### src/timer_pkg.sv
package timer_pkg;

   // ----------------------------------------
   // register offsets
   // ----------------------------------------
   localparam logic [7:0] ADDR_TCTRL = 8'h88;
   localparam logic [7:0] ADDR_TMODE = 8'h89;
   localparam logic [7:0] ADDR_A_LO = 8'h8a;
   localparam logic [7:0] ADDR_B_LO = 8'h8b;
   localparam logic [7:0] ADDR_A_HI = 8'h8c;
   localparam logic [7:0] ADDR_B_HI = 8'h8d;
   localparam logic [7:0] ADDR_CLKSEL = 8'h8e;

   localparam logic [7:0] RST_BYTE = 8'h00;

   // ----------------------------------------
   // field positions
   // ----------------------------------------
   localparam int OVF_B = 7;
   localparam int RUN_B = 6;
   localparam int OVF_A = 5;
   localparam int RUN_A = 4;
   localparam int DET_B = 3;
   localparam int TYPE_B = 2;
   localparam int DET_A = 1;
   localparam int TYPE_A = 0;

   localparam int GATE_B = 7;
   localparam int SRC_B = 6;
   localparam int MODE_B_HI = 5;
   localparam int MODE_B_LO = 4;
   localparam int GATE_A = 3;
   localparam int SRC_A = 2;
   localparam int MODE_A_HI = 1;
   localparam int MODE_A_LO = 0;

   localparam int CDIV_B = 4;
   localparam int CDIV_A = 3;
   localparam logic [7:0] CLKSEL_MASK = 8'h18;

   // ----------------------------------------
   // internal clock dividers
   // ----------------------------------------
   localparam int DIV_SLOW = 12;
   localparam int DIV_FAST = 4;
   localparam logic [3:0] DIV_SLOW_LAST = 4'(DIV_SLOW - 1);
   localparam logic [1:0] DIV_FAST_LAST = 2'(DIV_FAST - 1);

   // ----------------------------------------
   // pin vector positions
   // ----------------------------------------
   localparam int PIN_CNT_A = 0;
   localparam int PIN_CNT_B = 1;
   localparam int PIN_IRQ_A = 2;
   localparam int PIN_IRQ_B = 3;
   localparam int NUM_PINS = 4;

   typedef enum logic [1:0] {
      MODE_13 = 2'b00,
      MODE_16 = 2'b01,
      MODE_RELOAD = 2'b10,
      MODE_SPLIT = 2'b11
   } tmode_t;

endpackage
### src/dual_timer.sv
`timescale 1ns/1ps
module dual_timer
   import timer_pkg::*;
(
   input wire logic mclk,
   input wire logic arst_n,
   input wire logic [7:0] reg_addr,
   input wire logic [7:0] reg_wdata,
   input wire logic reg_wr,
   input wire logic reg_rd,
   output logic [7:0] reg_rdata,
   input wire logic count_pin_a,
   input wire logic count_pin_b,
   input wire logic ext_irq_pin_a_n,
   input wire logic ext_irq_pin_b_n,
   input wire logic timer_vector_a,
   input wire logic timer_vector_b,
   input wire logic ext_vector_a,
   input wire logic ext_vector_b,
   output logic overflow_flag_a,
   output logic overflow_flag_b,
   output logic ext_irq_detect_a,
   output logic ext_irq_detect_b
);

   // ----------------------------------------
   // one count step: {overflow, high, low}
   // ----------------------------------------
   function automatic logic [16:0] tstep(input tmode_t m, input logic [7:0] lo,
                                         input logic [7:0] hi);
      logic [8:0] l9;
      logic [5:0] p6;
      logic [8:0] h9;
      logic [16:0] r;
      l9 = {1'b0, lo} + 9'h001;
      p6 = {1'b0, lo[4:0]} + 6'h01;
      h9 = {1'b0, hi} + {8'h00, p6[5]};
      r = {1'b0, hi, lo} + 17'h0_0001;
      case (m)
         MODE_13: tstep = {h9[8], h9[7:0], lo[7:5], p6[4:0]};
         MODE_16: tstep = r;
         MODE_RELOAD: tstep = l9[8] ? {1'b1, hi, hi} : {1'b0, hi, l9[7:0]};
         default: tstep = {l9[8], hi, l9[7:0]};
      endcase
   endfunction

   // ----------------------------------------
   // pin synchronisers and edge detect
   // ----------------------------------------
   logic [NUM_PINS-1:0] pin_raw;
   logic [NUM_PINS-1:0] pin_q;
   logic [NUM_PINS-1:0] prev_q;
   logic [NUM_PINS-1:0] pin_fall;

   assign pin_raw = {ext_irq_pin_b_n, ext_irq_pin_a_n, count_pin_b, count_pin_a};

   genvar gi;
   generate
      for (gi = 0; gi < NUM_PINS; gi++) begin : g_sync
         logic meta_bit_q;
         logic sync_bit_q;
         logic prev_bit_q;
         always_ff @(posedge mclk or negedge arst_n) begin
            if (!arst_n) begin
               meta_bit_q <= 1'b1;
               sync_bit_q <= 1'b1;
               prev_bit_q <= 1'b1;
            end else begin
               meta_bit_q <= pin_raw[gi];
               sync_bit_q <= meta_bit_q;
               prev_bit_q <= sync_bit_q;
            end
         end
         assign pin_q[gi] = sync_bit_q;
         assign prev_q[gi] = prev_bit_q;
         assign pin_fall[gi] = prev_bit_q & ~sync_bit_q;
      end
   endgenerate

   // ----------------------------------------
   // registers
   // ----------------------------------------
   logic [7:0] tctrl_q, tctrl_d;
   logic [7:0] tmode_q;
   logic [7:0] clksel_q;
   logic [7:0] a_lo_q, a_lo_d, a_hi_q, a_hi_d;
   logic [7:0] b_lo_q, b_lo_d, b_hi_q, b_hi_d;
   logic [3:0] div_q, div_d;
   logic [7:0] rdata_q;

   wire wr_tctrl = reg_wr && reg_addr == ADDR_TCTRL;
   wire wr_tmode = reg_wr && reg_addr == ADDR_TMODE;
   wire wr_clksel = reg_wr && reg_addr == ADDR_CLKSEL;
   wire wr_a_lo = reg_wr && reg_addr == ADDR_A_LO;
   wire wr_a_hi = reg_wr && reg_addr == ADDR_A_HI;
   wire wr_b_lo = reg_wr && reg_addr == ADDR_B_LO;
   wire wr_b_hi = reg_wr && reg_addr == ADDR_B_HI;

   // ----------------------------------------
   // internal clock ticks
   // ----------------------------------------
   wire tick_slow = div_q == DIV_SLOW_LAST;
   wire tick_fast = div_q[1:0] == DIV_FAST_LAST;
   assign div_d = tick_slow ? 4'h0 : div_q + 4'h1;

   wire int_tick_a = clksel_q[CDIV_A] ? tick_fast : tick_slow;
   wire int_tick_b = clksel_q[CDIV_B] ? tick_fast : tick_slow;

   // ----------------------------------------
   // count enables
   // ----------------------------------------
   tmode_t mode_a, mode_b;
   assign mode_a = tmode_t'(tmode_q[MODE_A_HI:MODE_A_LO]);
   assign mode_b = tmode_t'(tmode_q[MODE_B_HI:MODE_B_LO]);

   wire src_a = tmode_q[SRC_A] ? pin_fall[PIN_CNT_A] : int_tick_a;
   wire src_b = tmode_q[SRC_B] ? pin_fall[PIN_CNT_B] : int_tick_b;
   wire open_a = ~tmode_q[GATE_A] | pin_q[PIN_IRQ_A];
   wire open_b = ~tmode_q[GATE_B] | pin_q[PIN_IRQ_B];
   wire inc_a = tctrl_q[RUN_A] & open_a & src_a;
   wire inc_b = tctrl_q[RUN_B] & open_b & src_b & (mode_b != MODE_SPLIT);
   wire split_a = mode_a == MODE_SPLIT;
   wire inc_a_hi3 = split_a & tctrl_q[RUN_B] & int_tick_a;

   wire [16:0] step_a = tstep(mode_a, a_lo_q, a_hi_q);
   wire [16:0] step_b = tstep(mode_b, b_lo_q, b_hi_q);
   wire [8:0] a_hi_inc = {1'b0, a_hi_q} + 9'h001;

   wire ovf_a_set = inc_a & step_a[16];
   wire ovf_b_set = split_a ? (inc_a_hi3 & a_hi_inc[8]) : (inc_b & step_b[16]);

   // ----------------------------------------
   // count next values, write wins over count
   // ----------------------------------------
   assign a_lo_d = wr_a_lo ? reg_wdata : (inc_a ? step_a[7:0] : a_lo_q);
   assign a_hi_d = wr_a_hi ? reg_wdata :
                   split_a ? (inc_a_hi3 ? a_hi_inc[7:0] : a_hi_q) :
                   (inc_a ? step_a[15:8] : a_hi_q);
   assign b_lo_d = wr_b_lo ? reg_wdata : (inc_b ? step_b[7:0] : b_lo_q);
   assign b_hi_d = wr_b_hi ? reg_wdata : (inc_b ? step_b[15:8] : b_hi_q);

   // ----------------------------------------
   // control flags, hardware set beats clear
   // ----------------------------------------
   wire det_set_a = tctrl_q[TYPE_A] & pin_fall[PIN_IRQ_A];
   wire det_set_b = tctrl_q[TYPE_B] & pin_fall[PIN_IRQ_B];

   function automatic logic flag_next(input logic set, input logic wr, input logic wbit,
                                      input logic clr, input logic cur);
      flag_next = set | (wr ? wbit : (~clr & cur));
   endfunction

   always_comb begin
      tctrl_d = wr_tctrl ? reg_wdata : tctrl_q;
      tctrl_d[OVF_B] = flag_next(ovf_b_set, wr_tctrl, reg_wdata[OVF_B], timer_vector_b,
                                 tctrl_q[OVF_B]);
      tctrl_d[OVF_A] = flag_next(ovf_a_set, wr_tctrl, reg_wdata[OVF_A], timer_vector_a,
                                 tctrl_q[OVF_A]);
      tctrl_d[DET_A] = tctrl_q[TYPE_A] ?
                       flag_next(det_set_a, wr_tctrl, reg_wdata[DET_A], ext_vector_a,
                                 tctrl_q[DET_A]) : ~pin_q[PIN_IRQ_A];
      tctrl_d[DET_B] = tctrl_q[TYPE_B] ?
                       flag_next(det_set_b, wr_tctrl, reg_wdata[DET_B], ext_vector_b,
                                 tctrl_q[DET_B]) : ~pin_q[PIN_IRQ_B];
   end

   // ----------------------------------------
   // read mux
   // ----------------------------------------
   logic [7:0] rd_mux;
   always_comb begin
      case (reg_addr)
         ADDR_TCTRL: rd_mux = tctrl_q;
         ADDR_TMODE: rd_mux = tmode_q;
         ADDR_A_LO: rd_mux = a_lo_q;
         ADDR_A_HI: rd_mux = a_hi_q;
         ADDR_B_LO: rd_mux = b_lo_q;
         ADDR_B_HI: rd_mux = b_hi_q;
         ADDR_CLKSEL: rd_mux = clksel_q;
         default: rd_mux = RST_BYTE;
      endcase
   end

   always_ff @(posedge mclk or negedge arst_n) begin
      if (!arst_n) begin
         tctrl_q <= RST_BYTE;
         tmode_q <= RST_BYTE;
         clksel_q <= RST_BYTE;
         a_lo_q <= RST_BYTE;
         a_hi_q <= RST_BYTE;
         b_lo_q <= RST_BYTE;
         b_hi_q <= RST_BYTE;
         div_q <= 4'h0;
         rdata_q <= RST_BYTE;
      end else begin
         tctrl_q <= tctrl_d;
         tmode_q <= wr_tmode ? reg_wdata : tmode_q;
         clksel_q <= wr_clksel ? (reg_wdata & CLKSEL_MASK) : clksel_q;
         a_lo_q <= a_lo_d;
         a_hi_q <= a_hi_d;
         b_lo_q <= b_lo_d;
         b_hi_q <= b_hi_d;
         div_q <= div_d;
         rdata_q <= reg_rd ? rd_mux : RST_BYTE;
      end
   end

   assign reg_rdata = rdata_q;
   assign overflow_flag_a = tctrl_q[OVF_A];
   assign overflow_flag_b = tctrl_q[OVF_B];
   assign ext_irq_detect_a = tctrl_q[DET_A];
   assign ext_irq_detect_b = tctrl_q[DET_B];
endmodule

### config.mk
export PLATFORM = sky130hd
export DESIGN_NAME = dual_timer
export DESIGN_NICKNAME = d
export VERILOG_FILES = /design/src/timer_pkg.sv /design/src/dual_timer.sv
export SDC_FILE = /design/constraint.sdc
export NUM_CORES = 1
export LEC_CHECK = 0
export ABC_AREA = 1
export BUFFER_PORTS_ARGS = -buffer_cell sky130_fd_sc_hd__buf_2
export CAP_MARGIN = 0
export CORE_MARGIN = 4
export CORE_UTILIZATION = 30
export DETAILED_ROUTE_END_ITERATION = 10
export PLACE_DENSITY = 0.45
export SYNTH_ARGS = -nofsm -noshare
export SYNTH_HDL_FRONTEND = slang
export SYNTH_SLANG_ARGS = --single-unit
export TNS_END_PERCENT = 30
### constraint.sdc
create_clock -name mclk -period 2.15 [get_ports mclk]
set_input_delay 0.215 -clock mclk [delete_from_list [all_inputs] [get_ports mclk]]
set_output_delay 0.215 -clock mclk [all_outputs]
set_load 0.005 [all_outputs]
Word level (Yosys, flattened, before mapping)
Cells that the tools add are included.
- $add $sub $neg: 10
- order comparisons: 0
- multiply operators: 0
- reduce and logical (&&, ||, !) cells: 19
- equal/unequal tests: 20
- shift-type cells: 0
- div/mod/pow operators: 0
- muxes and demuxes: 28
- bitwise operators: 36
- operators by type and width (cell ; count):
    17-bit one-hot mux with 3 select lines ; 2
    8-bit two-way mux ; 11
    8-bit == test, second input constant ; 7
    8-bit one-hot mux with 7 select lines ; 1
    16-bit by 1-bit adder with 17-bit output, second input constant ; 2
    17-bit two-way mux ; 2
    8-bit by 1-bit adder with 9-bit output, second input constant ; 3
    1-bit bitwise AND ; 20
    8-bit by 1-bit adder with 9-bit output ; 2
    5-bit by 1-bit adder with 6-bit output, second input constant ; 2
    1-bit two-way mux ; 11
    1-bit inverter ; 10
    2-bit == test, second input constant ; 4
    2-bit != test, second input constant ; 4
    1-bit logical AND ; 7
    1-bit bitwise OR ; 6
    2-bit nonzero test ; 3
    3-bit nonzero test ; 2
    4-bit by 1-bit adder with 4-bit output, second input constant ; 1
    2-bit by 1-bit == test with 1-bit output, second input constant ; 2
    4-bit == test, second input constant ; 1
    2-bit logical NOT ; 2
    4-bit two-way mux ; 1
    2-bit AND reduction ; 2
    other kinds (5) ; 5
- bits in latches: 0
- register bits after elaboration: 74
- logic and storage cells: 137
- memory bits (read-only): 0
- RAM bits: 0
- memories kept: 0
- input bits: 28

Depth between registers and ports, before layout
Gate-level depths: netlist of run 1.
- depth after elaboration: 8
- depth in mapped cells: 15
- depth with buffers taken out: 15

Worst setup path before layout of run 1
No wires, ideal clock.
- path type: reg2reg
- from: register a_lo_q[2]
- to: register a_hi_q[4]
- cell stages (with the launch flop): 14
- library setup time: 0.118 ns
- clock period less this slack: 1.732 ns
- setup slack: 0.418 ns
- data required time: 2.032 ns
- path buffers: 0
- arrival: 1.613 ns
- cells stage by stage: dfrtp_1 nand2_1 nor2_1 nand2_1 inv_1 ha_1 ha_1 nand4_1 nand3_1 nand2_1 nor2_1 nand2_1 nand3_1 nand2_1
- word-level cells in the longest chain between the ends: 6
- elaborated cells between the ends (all ways): 7
- those cells by class: add/sub: 3; mux: 4
- ends and longest elaborated chain (what ; RTL line ; source):
    from (decl) ; dual_timer.sv:86 ; logic [7:0] a_lo_q, a_lo_d, a_hi_q, a_hi_d;
    from (signal assigned) ; dual_timer.sv:199 ; a_lo_q <= a_lo_d;
    5-bit by 1-bit adder with 6-bit output ; dual_timer.sv:36 ; p6 = {1'b0, lo[4:0]} + 6'h01;
    8-bit by 1-bit adder with 9-bit output ; dual_timer.sv:37 ; h9 = {1'b0, hi} + {8'h00, p6[5]};
    17-bit one-hot mux with 3 select lines * ; dual_timer.sv:39 ; case (m)
    8-bit two-way mux * ; dual_timer.sv:138 ; (inc_a ? step_a[15:8] : a_hi_q);
    8-bit two-way mux * ; dual_timer.sv:137 ; split_a ? (inc_a_hi3 ? a_hi_inc[7:0] : a_hi_q) :
    8-bit two-way mux * ; dual_timer.sv:136 ; assign a_hi_d = wr_a_hi ? reg_wdata :
    to (signal assigned) ; dual_timer.sv:200 ; a_hi_q <= a_hi_d;
    to (decl) ; dual_timer.sv:86 ;
Mark *: on every way between the ends. The rest lies on a longest branch, timed or not. The select of a mux whose other input is x is not followed.
A chain may end at the register's enable or synchronous reset.

Final worst setup path of run 1
- from: register a_lo_q[1]
- to: register a_hi_q[4]
Same word-level chain as after synthesis.

==> impl_metrics.tcl, run 1 <==
set metrics [dict create \
    drtIter0Drc 433 \
    synth_fa_ha_area_share_pct 1.88 \
    met2WireLength_um 9150 \
    grt.total_usage_pct 20.3 \
    start_util_pct 30.7 \
    drive_above_1_share_pct 13.0 \
    muxShareOfSynthArea_pct 0 \
    status "finished clean" \
    drt-met1-wl_um 9190 \
    antenna_cells 0 \
    firstDrtPassIters 5 \
    yosys-top-cells-area "dfrtp_1 (29%), nand2_1 (20%), nand3_1 (8.2%)" \
    cts-htree-levels 3 \
    via_per_inst 4.95 \
    crit_type "flip-flop to flip-flop" \
    cts_setup_buffers 0 \
    ys_warn_count 0 \
    startpoint "a_lo_q[1]$_DFFE_PN0P_" \
    min-delay-start "reg_rd" \
    synth_xor_area_share_pct 1.32 \
    finalHoldViolCount 0 \
    place_congestion 0.896 \
    fmax_mhz 509 \
    yosys.area.top_type "dfrtp_1" \
    rsz0062_at_grt "no" \
    p_leak_nw 3.20 \
    route.vias.total 5619 \
    min-delay-path-class "primary input to flip-flop" \
    finalCriticalPeriod_ps 1960 \
    synth_compound_area_share_pct 9.68 \
    path_clk_slew_ps 70 \
    cts.sinks 74 \
    clock_path_buffers 2 \
    clock_latency_ps 350 \
    cp.arrival_ps 2210 \
    drt_wl_total_um 19900 \
    synth_cells 839 \
    maxSlewHeadroom_pct 59.8 \
    r2r_cells 13 \
    ys.flop_type "dfrtp_1" \
    worst_pin_slew_ps 603 \
    crit-reg2reg-launch "a_lo_q[1]$_DFFE_PN0P_" \
    cpMostUsedCell "nand2_1" \
    critPathMaxFanout 6 \
    synth.avg_cell_area_um2 6.33 \
    drv_cap 0 \
    synth_most_common_cell "nand2_1" \
    startpoint_type "flip-flop" \
    synth_top_family_by_area "simple AND/OR/NAND/NOR gates" \
    synth_top_cells_by_count "nand2_1 (284), inv_1 (109), nor2_1 (103)" \
    critPathSlowestCell "dfrtp_1" \
    layout.cells.non_filler 1135 \
    place_inst 1114 \
    first_global_vias 5367 \
    synth_nets 875 \
    wire_per_inst_um 17.5 \
    io_buffer_count 39 \
    final_util_pct 36.3 \
    worstPathCellList "nand2_1 > nor2_1 > nand2_1 > inv_1 > ha_1 > ha_2 > nand4_1 > nand3_1 > nand2_1 > nor2_1 > nand2_1 > nand3_1 > nand2_1" \
    ys_types 34 \
    seq_area_frac_synth_pct 35.1 \
    min_path_cells 3 \
    yosysTopAreaCellShare_pct 29.2 \
    pwr_density_cell_nw_per_um2 728 \
    layout.nets 941 \
    cts-buffers-inserted 9 \
    setup_viol 0 \
    async_flop_share_pct 100 \
    antenna_found_initial 0 \
    grt_pass1_wl_um 30900 \
    tns_ps 0 \
    route.detailed.drc 0 \
    dieArea_um2 19900 \
    highest_layer "met4" \
    fp.dieW_um 141 \
    grt_max_degree 75 \
    period_share_pct 91.4 \
    peakVddDrop_uv 372 \
    area_growth_pct 18.1 \
    max_stage_delay_ps 400 \
    fillers 1923 \
    place_hpwl_um 15300 \
    synth-simple-area-share_pct 42.5 \
    io_pins 40 \
    cts_root_buf "clkbuf_16" \
    r2r_slack_ps 190 \
    cts_tree "built" \
    crit_required_ps 2400 \
    syn_area_um2 5310 \
    coreArea_um2 17300 \
    fp.dieH_um 141 \
    drv_slew 0 \
    synth-edff-count 0 \
    cp-end-kind "flip-flop" \
    synth_seq_cells 74 \
    grt_remaining_overflow 0 \
    holdWs_ps 110 \
    dr_wl_met3_um 907 \
    ant_nets 0 \
    rows 48 \
    fin_skew_ps 11.3 \
]
-- placed cells by master, fill, tap and decap left out, types with 4 or more instances in the layout --
| cell | instances |
|---|---|
| nor3_1 | 4 |
| a21oi_1 | 18 |
| o211ai_1 | 9 |
| nor2_1 | 103 |
| ha_1 | 7 |
| nand4_1 | 24 |
| nand2_1 | 284 |
| buf_4 | 24 |
| inv_1 | 109 |
| nand3_1 | 87 |
| nand3_2 | 4 |
| xor2_1 | 5 |
| buf_2 | 38 |
| clkbuf_16 | 9 |
| dfstp_2 | 12 |
| inv_2 | 5 |
| dlygate4sd3_1 | 5 |
| o21ai_1 | 10 |
| dfrtp_1 | 62 |
| nor2_2 | 8 |
| o21ai_0 | 48 |
| or2_2 | 4 |
-- flip-flops by register name (all words and copies together), names as in the netlist --
name and count:
a_hi_q 8, a_lo_q 8, b_hi_q 8, b_lo_q 8
reg_rdata 8, tctrl_q 8, tmode_q 8, div_q 4
g_sync.meta_bit_q 4, g_sync.prev_bit_q 4, g_sync.sync_bit_q 4, clksel_q 2
-- layout make-up --
class                   count  area [um2]  share of cell area, %
multi-input cells         637        2940                   46.9
flip-flops and latches     74        1870                   29.8
repair buffers             68         440                   7.02
inverters                 115         432                   6.88
well taps                 225         282                   4.49
clock buffers               9         225                   3.59
clock inverters             7        83.8                   1.34
-- report_power, final --
part | internal (mW) | switching, mW | total (mW)
registers | 1.56 | 0.256 | 1.82
clock network | 0.923 | 0.712 | 1.64
logic | 0.380 | 0.733 | 1.11
total | 2.86 | 1.70 | 4.56
-- layer usage --
layer	global-route usage, %	vias to the layer above
met2	32.4	158
met5	0	-
met4	7.50	0
li1	-	2820
met1	27.8	2603
met3	3.22	38
-- stage by stage --
stage | area, um2 | setup WS [ps] | power, mW
after floorplan | 5310 | 418 | 2.45
after global placement | 5910 | 240 | 2.96
after detailed placement | 5910 | 176 | 2.93
after CTS | 6270 | 175 | 4.59
after global routing | 6270 | 21.6 | 4.82
final | 6270 | 185 | 4.56
-- cell families (layout without fill, tap and decap cells) --
group | after synthesis | after routing
buffers and inverters | 128 | 199
AND/OR/NAND/NOR | 527 | 527
XOR/XNOR | 8 | 8
AO/OA/AOI/OAI | 94 | 94
adder cells (fa/ha/maj) | 8 | 8
flip-flops | 74 | 74
-- repair_timing --
item,4_1_cts,5_1_grt
endpoints found under the setup margin,0,1
resized for setup,0,1
endpoints found under the hold margin,66,0
hold buffers,5,0
-- worst paths after layout --
path / end
setup reg to reg: a_hi_q[4]$_DFFE_PN0P_
hold reg to reg: g_sync[0].sync_bit_q$_DFF_PN1_
max in group asynchronous: g_sync[0].prev_bit_q$_DFF_PN1_
hold / removal: reg_rdata[2]$_DFF_PN0_
min in group asynchronous: b_lo_q[4]$_DFFE_PN0P_
setup / recovery: a_hi_q[4]$_DFFE_PN0P_
-- critical path, delay by kind of cell, from the launching register on --
kind	cells	cell delay, ps
and+or+nand+nor	10	890
adders and majority gates	2	460
DFF	1	400
buffers and inverters	1	90
Power figures use the tool's default switching activity.
==> run 2, diff against run 1 <==
CELL_PAD_IN_SITES_DETAIL_PLACEMENT = 1   (was unset)
CELL_PAD_IN_SITES_GLOBAL_PLACEMENT = 1   (was unset)
PLACE_DENSITY = 0.59   (was 0.45)
==> impl_metrics.tcl, run 2 (synthesis gave the netlist of run 1 again) <==
set metrics [dict create \
    peakVddDrop_uv 428 \
    drt_wl_total_um 21700 \
    maxSlewHeadroom_pct 59.8 \
    firstDrtPassIters 5 \
    first_global_vias 6171 \
    final_util_pct 36.0 \
    rows 48 \
    drv_cap 0 \
    setup_viol 0 \
    place_congestion 0.893 \
    path_clk_slew_ps 70 \
    tns_ps 0 \
    drv_slew 0 \
    p_leak_nw 3.16 \
    cts-htree-levels 3 \
    area_growth_pct 17.1 \
    top_usage_layer "met2" \
    crit_type "flip-flop to flip-flop" \
    finalHoldViolCount 0 \
    clock_latency_ps 360 \
    crit_required_ps 2440 \
    cp-end-kind "flip-flop" \
    mostFrequentLayoutCell "nand2_1" \
    layout.nets 932 \
    coreArea_um2 17300 \
    cp.arrival_ps 2270 \
    via_per_inst 5.16 \
    ant_nets 0 \
    cts_root_buf "clkbuf_16" \
    route.vias.total 5808 \
    startpoint_type "flip-flop" \
    fp.dieH_um 141 \
    finalCriticalPeriod_ps 1980 \
    grt_pass1_wl_um 34200 \
    fmax_mhz 505 \
    route.detailed.drc 0 \
    pwr_density_cell_nw_per_um2 743 \
    fin_skew_ps 15.0 \
    drtIter0Drc 418 \
    met3_usage_pct 3.29 \
    drive_above_1_share_pct 12.7 \
    antenna_cells 0 \
    final_cell_mix "nand2_1 (284), inv_1 (109), nor2_1 (100)" \
    layout.cells.non_filler 1126 \
    grt.total_usage_pct 22.1 \
    cts-buffers-inserted 9 \
    grt_max_degree 44 \
    period_share_pct 92.2 \
    wire_per_inst_um 19.3 \
    cts.sinks 74 \
    cts_setup_buffers 0 \
    io_buffer_count 39 \
    rsz0062_at_grt "no" \
    cts_tree "built" \
    grt_remaining_overflow 0 \
    grtUsageMet2_pct 37.8 \
    place_inst 1105 \
    antenna_found_initial 0 \
    min-delay-path-class "primary input to flip-flop" \
    status "finished clean" \
    critPathMaxFanout 10 \
    dieArea_um2 19900 \
    fp.dieW_um 141 \
    place_hpwl_um 17000 \
    start_util_pct 30.7 \
    met1_usage_pct 27.9 \
    total_power_mw 4.62 \
    worst_pin_slew_ps 602 \
    clock_path_buffers 2 \
    io_pins 40 \
]
[run 2: changes by cell type in the layout (fill, tap and decap cells not counted), sizes merged]
cell / before / now
buf: 63 / 54
[run 2: layout make-up]
class | count | area [um2]
Timing Repair Buffer | 59 | 373
Inverter | 115 | 432
Tap cell | 225 | 282
Fill cell | 2285 | 11100
Clock inverter | 7 | 81.3
Sequential cell | 74 | 1870
Multi-Input combinational cell | 637 | 2960
Clock buffer | 9 | 225
[run 2: worst max-delay path: stages, from the launching register on]
cell and delay [ps]:
dfrtp_1 380, ha_1 280, nand3_1 210, nand3_1 240, nand3_2 250, a21oi_1 380
nand2_1 100, nand2_1 70
[run 2: final timing paths]
kind	from	endpoint	slack (ps)	depth (start not counted)
setup reg to reg	div_q[0]$_DFF_PN0_	a_hi_q[2]$_DFFE_PN0P_	170	7
setup / recovery	div_q[0]$_DFF_PN0_	a_hi_q[2]$_DFFE_PN0P_	170	7
max in group asynchronous	arst_n	g_sync[2].sync_bit_q$_DFF_PN1_	1090	3
hold / removal	reg_rd	reg_rdata[3]$_DFF_PN0_	100	3
hold reg to reg	g_sync[2].meta_bit_q$_DFF_PN1_	g_sync[2].sync_bit_q$_DFF_PN1_	360	0
min in group asynchronous	arst_n	b_lo_q[3]$_DFFE_PN0P_	360	2
[run 2: through the flow]
stage | cell area (um2) | setup slack [ps] | hold WS (ps)
floorplan | 5310 | 418 | -80.6
global placement | 5840 | 180 | 220
detailed placement | 5840 | 119 | 226
CTS | 6200 | 125 | 94.6
global route | 6220 | 14.4 | 120
finish | 6220 | 168 | 104
[run 2: per-layer routing]
metal / vias to the layer above / routed length (um)
li1: 2802 / -
met1: 2840 / 9670
met2: 130 / 10600
met3: 36 / 762
met4: 0 / 680
met5: - / 0
[run 2: timing repair]
item,CTS,global route
endpoints found under the setup margin,0,10
hold buffers,5,0
hold endpoints to repair,35,0
gates resized for setup,0,6
[run 2: report_power, final]
| part | switching, mW | leakage (nW) | total, mW | internal [mW] |
|---|---|---|---|---|
| combinational | 0.753 | 2.10 | 1.13 | 0.373 |
| clock | 0.732 | 0.147 | 1.65 | 0.920 |
| sequential | 0.285 | 0.914 | 1.84 | 1.56 |
==> run 3, diff against run 2 <==
MAX_ROUTING_LAYER = met4   (was unset)
clock period = 1.9 ns   (was 2.15 ns; I/O delays follow)
==> impl_metrics.tcl, run 3 (synthesis gave the netlist of run 1 again) <==
set metrics [dict create \
    critPathSlowestCell "dfrtp_1" \
    grt.total_usage_pct 24.3 \
    design_area_um2 6610 \
    mostFrequentLayoutCell "nand2_1" \
    grt_max_degree 38 \
    peakVddDrop_uv 463 \
    clock_path_buffers 2 \
    dieArea_um2 19900 \
    antenna_cells 0 \
    layout.nets 969 \
    path_clk_slew_ps 60 \
    drtIter0Drc 416 \
    start_util_pct 30.7 \
    r2r_cells 10 \
    worstPathCellList "buf_4 > ha_1 > inv_1 > nor2_2 > nand2_2 > nor2_2 > buf_4 > or2_2 > nand3_1 > nand3_1" \
    fin_skew_ps 7.51 \
    place_congestion 0.892 \
    pwr_density_cell_nw_per_um2 820 \
    cts-htree-levels 3 \
    setup_viol 0 \
    final_cell_mix "nand2_1 (278), inv_1 (108), nor2_1 (98)" \
    crit_type "flip-flop to flip-flop" \
    firstDrtPassIters 4 \
    crit_required_ps 2130 \
    grt_pass1_wl_um 36100 \
    cp.arrival_ps 2010 \
    critPathMaxFanout 4 \
    startpoint_type "flip-flop" \
    crit-reg2reg-launch "b_lo_q[1]$_DFFE_PN0P_" \
    min-delay-path-class "primary input to flip-flop" \
    critPathTopFamily "simple AND/OR/NAND/NOR gates" \
    rsz0062_at_grt "yes" \
    place_inst 1138 \
    cts_tree "built" \
    cp.buffers_inverters 3 \
    p_switching_mw 2.06 \
    rows 48 \
    io_buffer_count 39 \
    coreArea_um2 17300 \
    cts_root_buf "clkbuf_16" \
    r2r_slack_ps 110 \
    pwr-share-clk_pct 34.9 \
    fp.dieW_um 141 \
    antenna_found_initial 0 \
    p_leak_nw 3.36 \
    cp-end-kind "flip-flop" \
    p_int_mw 3.35 \
    worst_slack_ps 113 \
    clock_latency_ps 350 \
    drv_slew 0 \
    cts-buffers-inserted 9 \
    fmax_mhz 560 \
    route.detailed.drc 0 \
    grt_remaining_overflow 0 \
    r2r_end "b_lo_q[1]$_DFFE_PN0P_" \
    p_comb_share_pct 27.3 \
    worst_pin_slew_ps 615 \
    post_dp_cell_area_um2 6090 \
    cts.sinks 74 \
    maxSlewHeadroom_pct 58.9 \
    holdPathEnd "reg_rdata[3]$_DFF_PN0_" \
    drt_wl_total_um 22600 \
    ant_nets 0 \
    io_pins 40 \
    fillers 2289 \
    area_growth_pct 24.3 \
    wire_per_inst_um 19.4 \
    swShare_pct 38.1 \
    first_global_vias 6447 \
    min-delay-start "reg_rd" \
    min_path_cells 3 \
    max_stage_delay_ps 380 \
    tns_ps 0 \
    route.vias.total 5978 \
    seq_power_share_pct 37.8 \
    pre_cts_ws_ps -20.9 \
    ff_latch_area_um2 1870 \
    via_per_inst 5.14 \
    drv_cap 0 \
    multiInputGateArea_um2 3050 \
    layout.cells.non_filler 1163 \
    finalCriticalPeriod_ps 1790 \
    place_hpwl_um 17900 \
    period_share_pct 94.1 \
    finalHoldViolCount 0 \
    fp.dieH_um 141 \
    status "finished clean" \
    drive_above_1_share_pct 18.0 \
]
-- run 3: final cells by class --
type                       count  area share [%]
clock buffer                  11            4.17
multi-input combinational    637            46.1
tap                          225            4.26
timing repair buffer          96            9.85
clock inverter                 5           0.701
inverter                     115            6.57
sequential                    74            28.3
-- run 3: repair_timing --
item	in CTS	in global routing
pin swaps	0	5
hold endpoints to repair	32	0
gates resized for setup	4	27
setup buffers	0	4
hold buffers	5	0
setup endpoints to repair	6	31
-- run 3: worst max-delay path by stage --
stage | from | cells after the start | to
after CTS | div_q[0]$_DFF_PN0_ | 9 | b_hi_q[2]$_DFFE_PN0P_
after global routing | b_lo_q[3]$_DFFE_PN0P_ | 15 | b_hi_q[5]$_DFFE_PN0P_
after detailed placement | b_lo_q[3]$_DFFE_PN0P_ | 13 | b_hi_q[7]$_DFFE_PN0P_
after floorplan | a_lo_q[2]$_DFFE_PN0P_ | 13 | a_hi_q[4]$_DFFE_PN0P_
after global placement | b_lo_q[3]$_DFFE_PN0P_ | 12 | tctrl_q[7]$_DFF_PN0_
final | b_lo_q[1]$_DFFE_PN0P_ | 10 | b_lo_q[1]$_DFFE_PN0P_
-- run 3: stage by stage --
stage                     util [%]  hold slack (ps)  total power, mW
after CTS                     37.4             78.8             5.45
after global placement        35.2              189             3.47
after floorplan                  -             -106             2.77
after global routing          38.2              117             5.75
after detailed placement      35.2              200             3.50
final                         38.2             96.2             5.42
-- run 3: worst reg2reg max path: cells and delay by family, from the launching register on --
family / cells / cell delay, ps
adder cells (fa/ha/maj): 1 / 230
AND/OR/NAND/NOR: 6 / 680
flip-flops: 1 / 380
buffers and inverters: 3 / 390
-- run 3: metal layers --
layer  share of wire [%]  global-route usage, %  wire [um]
met5                   0                      -          0
met4                 3.4                   9.79        777
met3                 3.5                   2.92        786
met2                  50                   40.8      11200
met1                  43                   29.7       9790
-- run 3: power by group through the flow --
stage               Combinational (mW)  Clock, mW  Sequential, mW
floorplan                        0.816          0            1.96
global placement                  1.42          0            2.05
detailed placement                1.44          0            2.06
CTS                               1.46       1.95            2.03
global route                      1.66       2.01            2.08
finish                            1.48       1.89            2.05
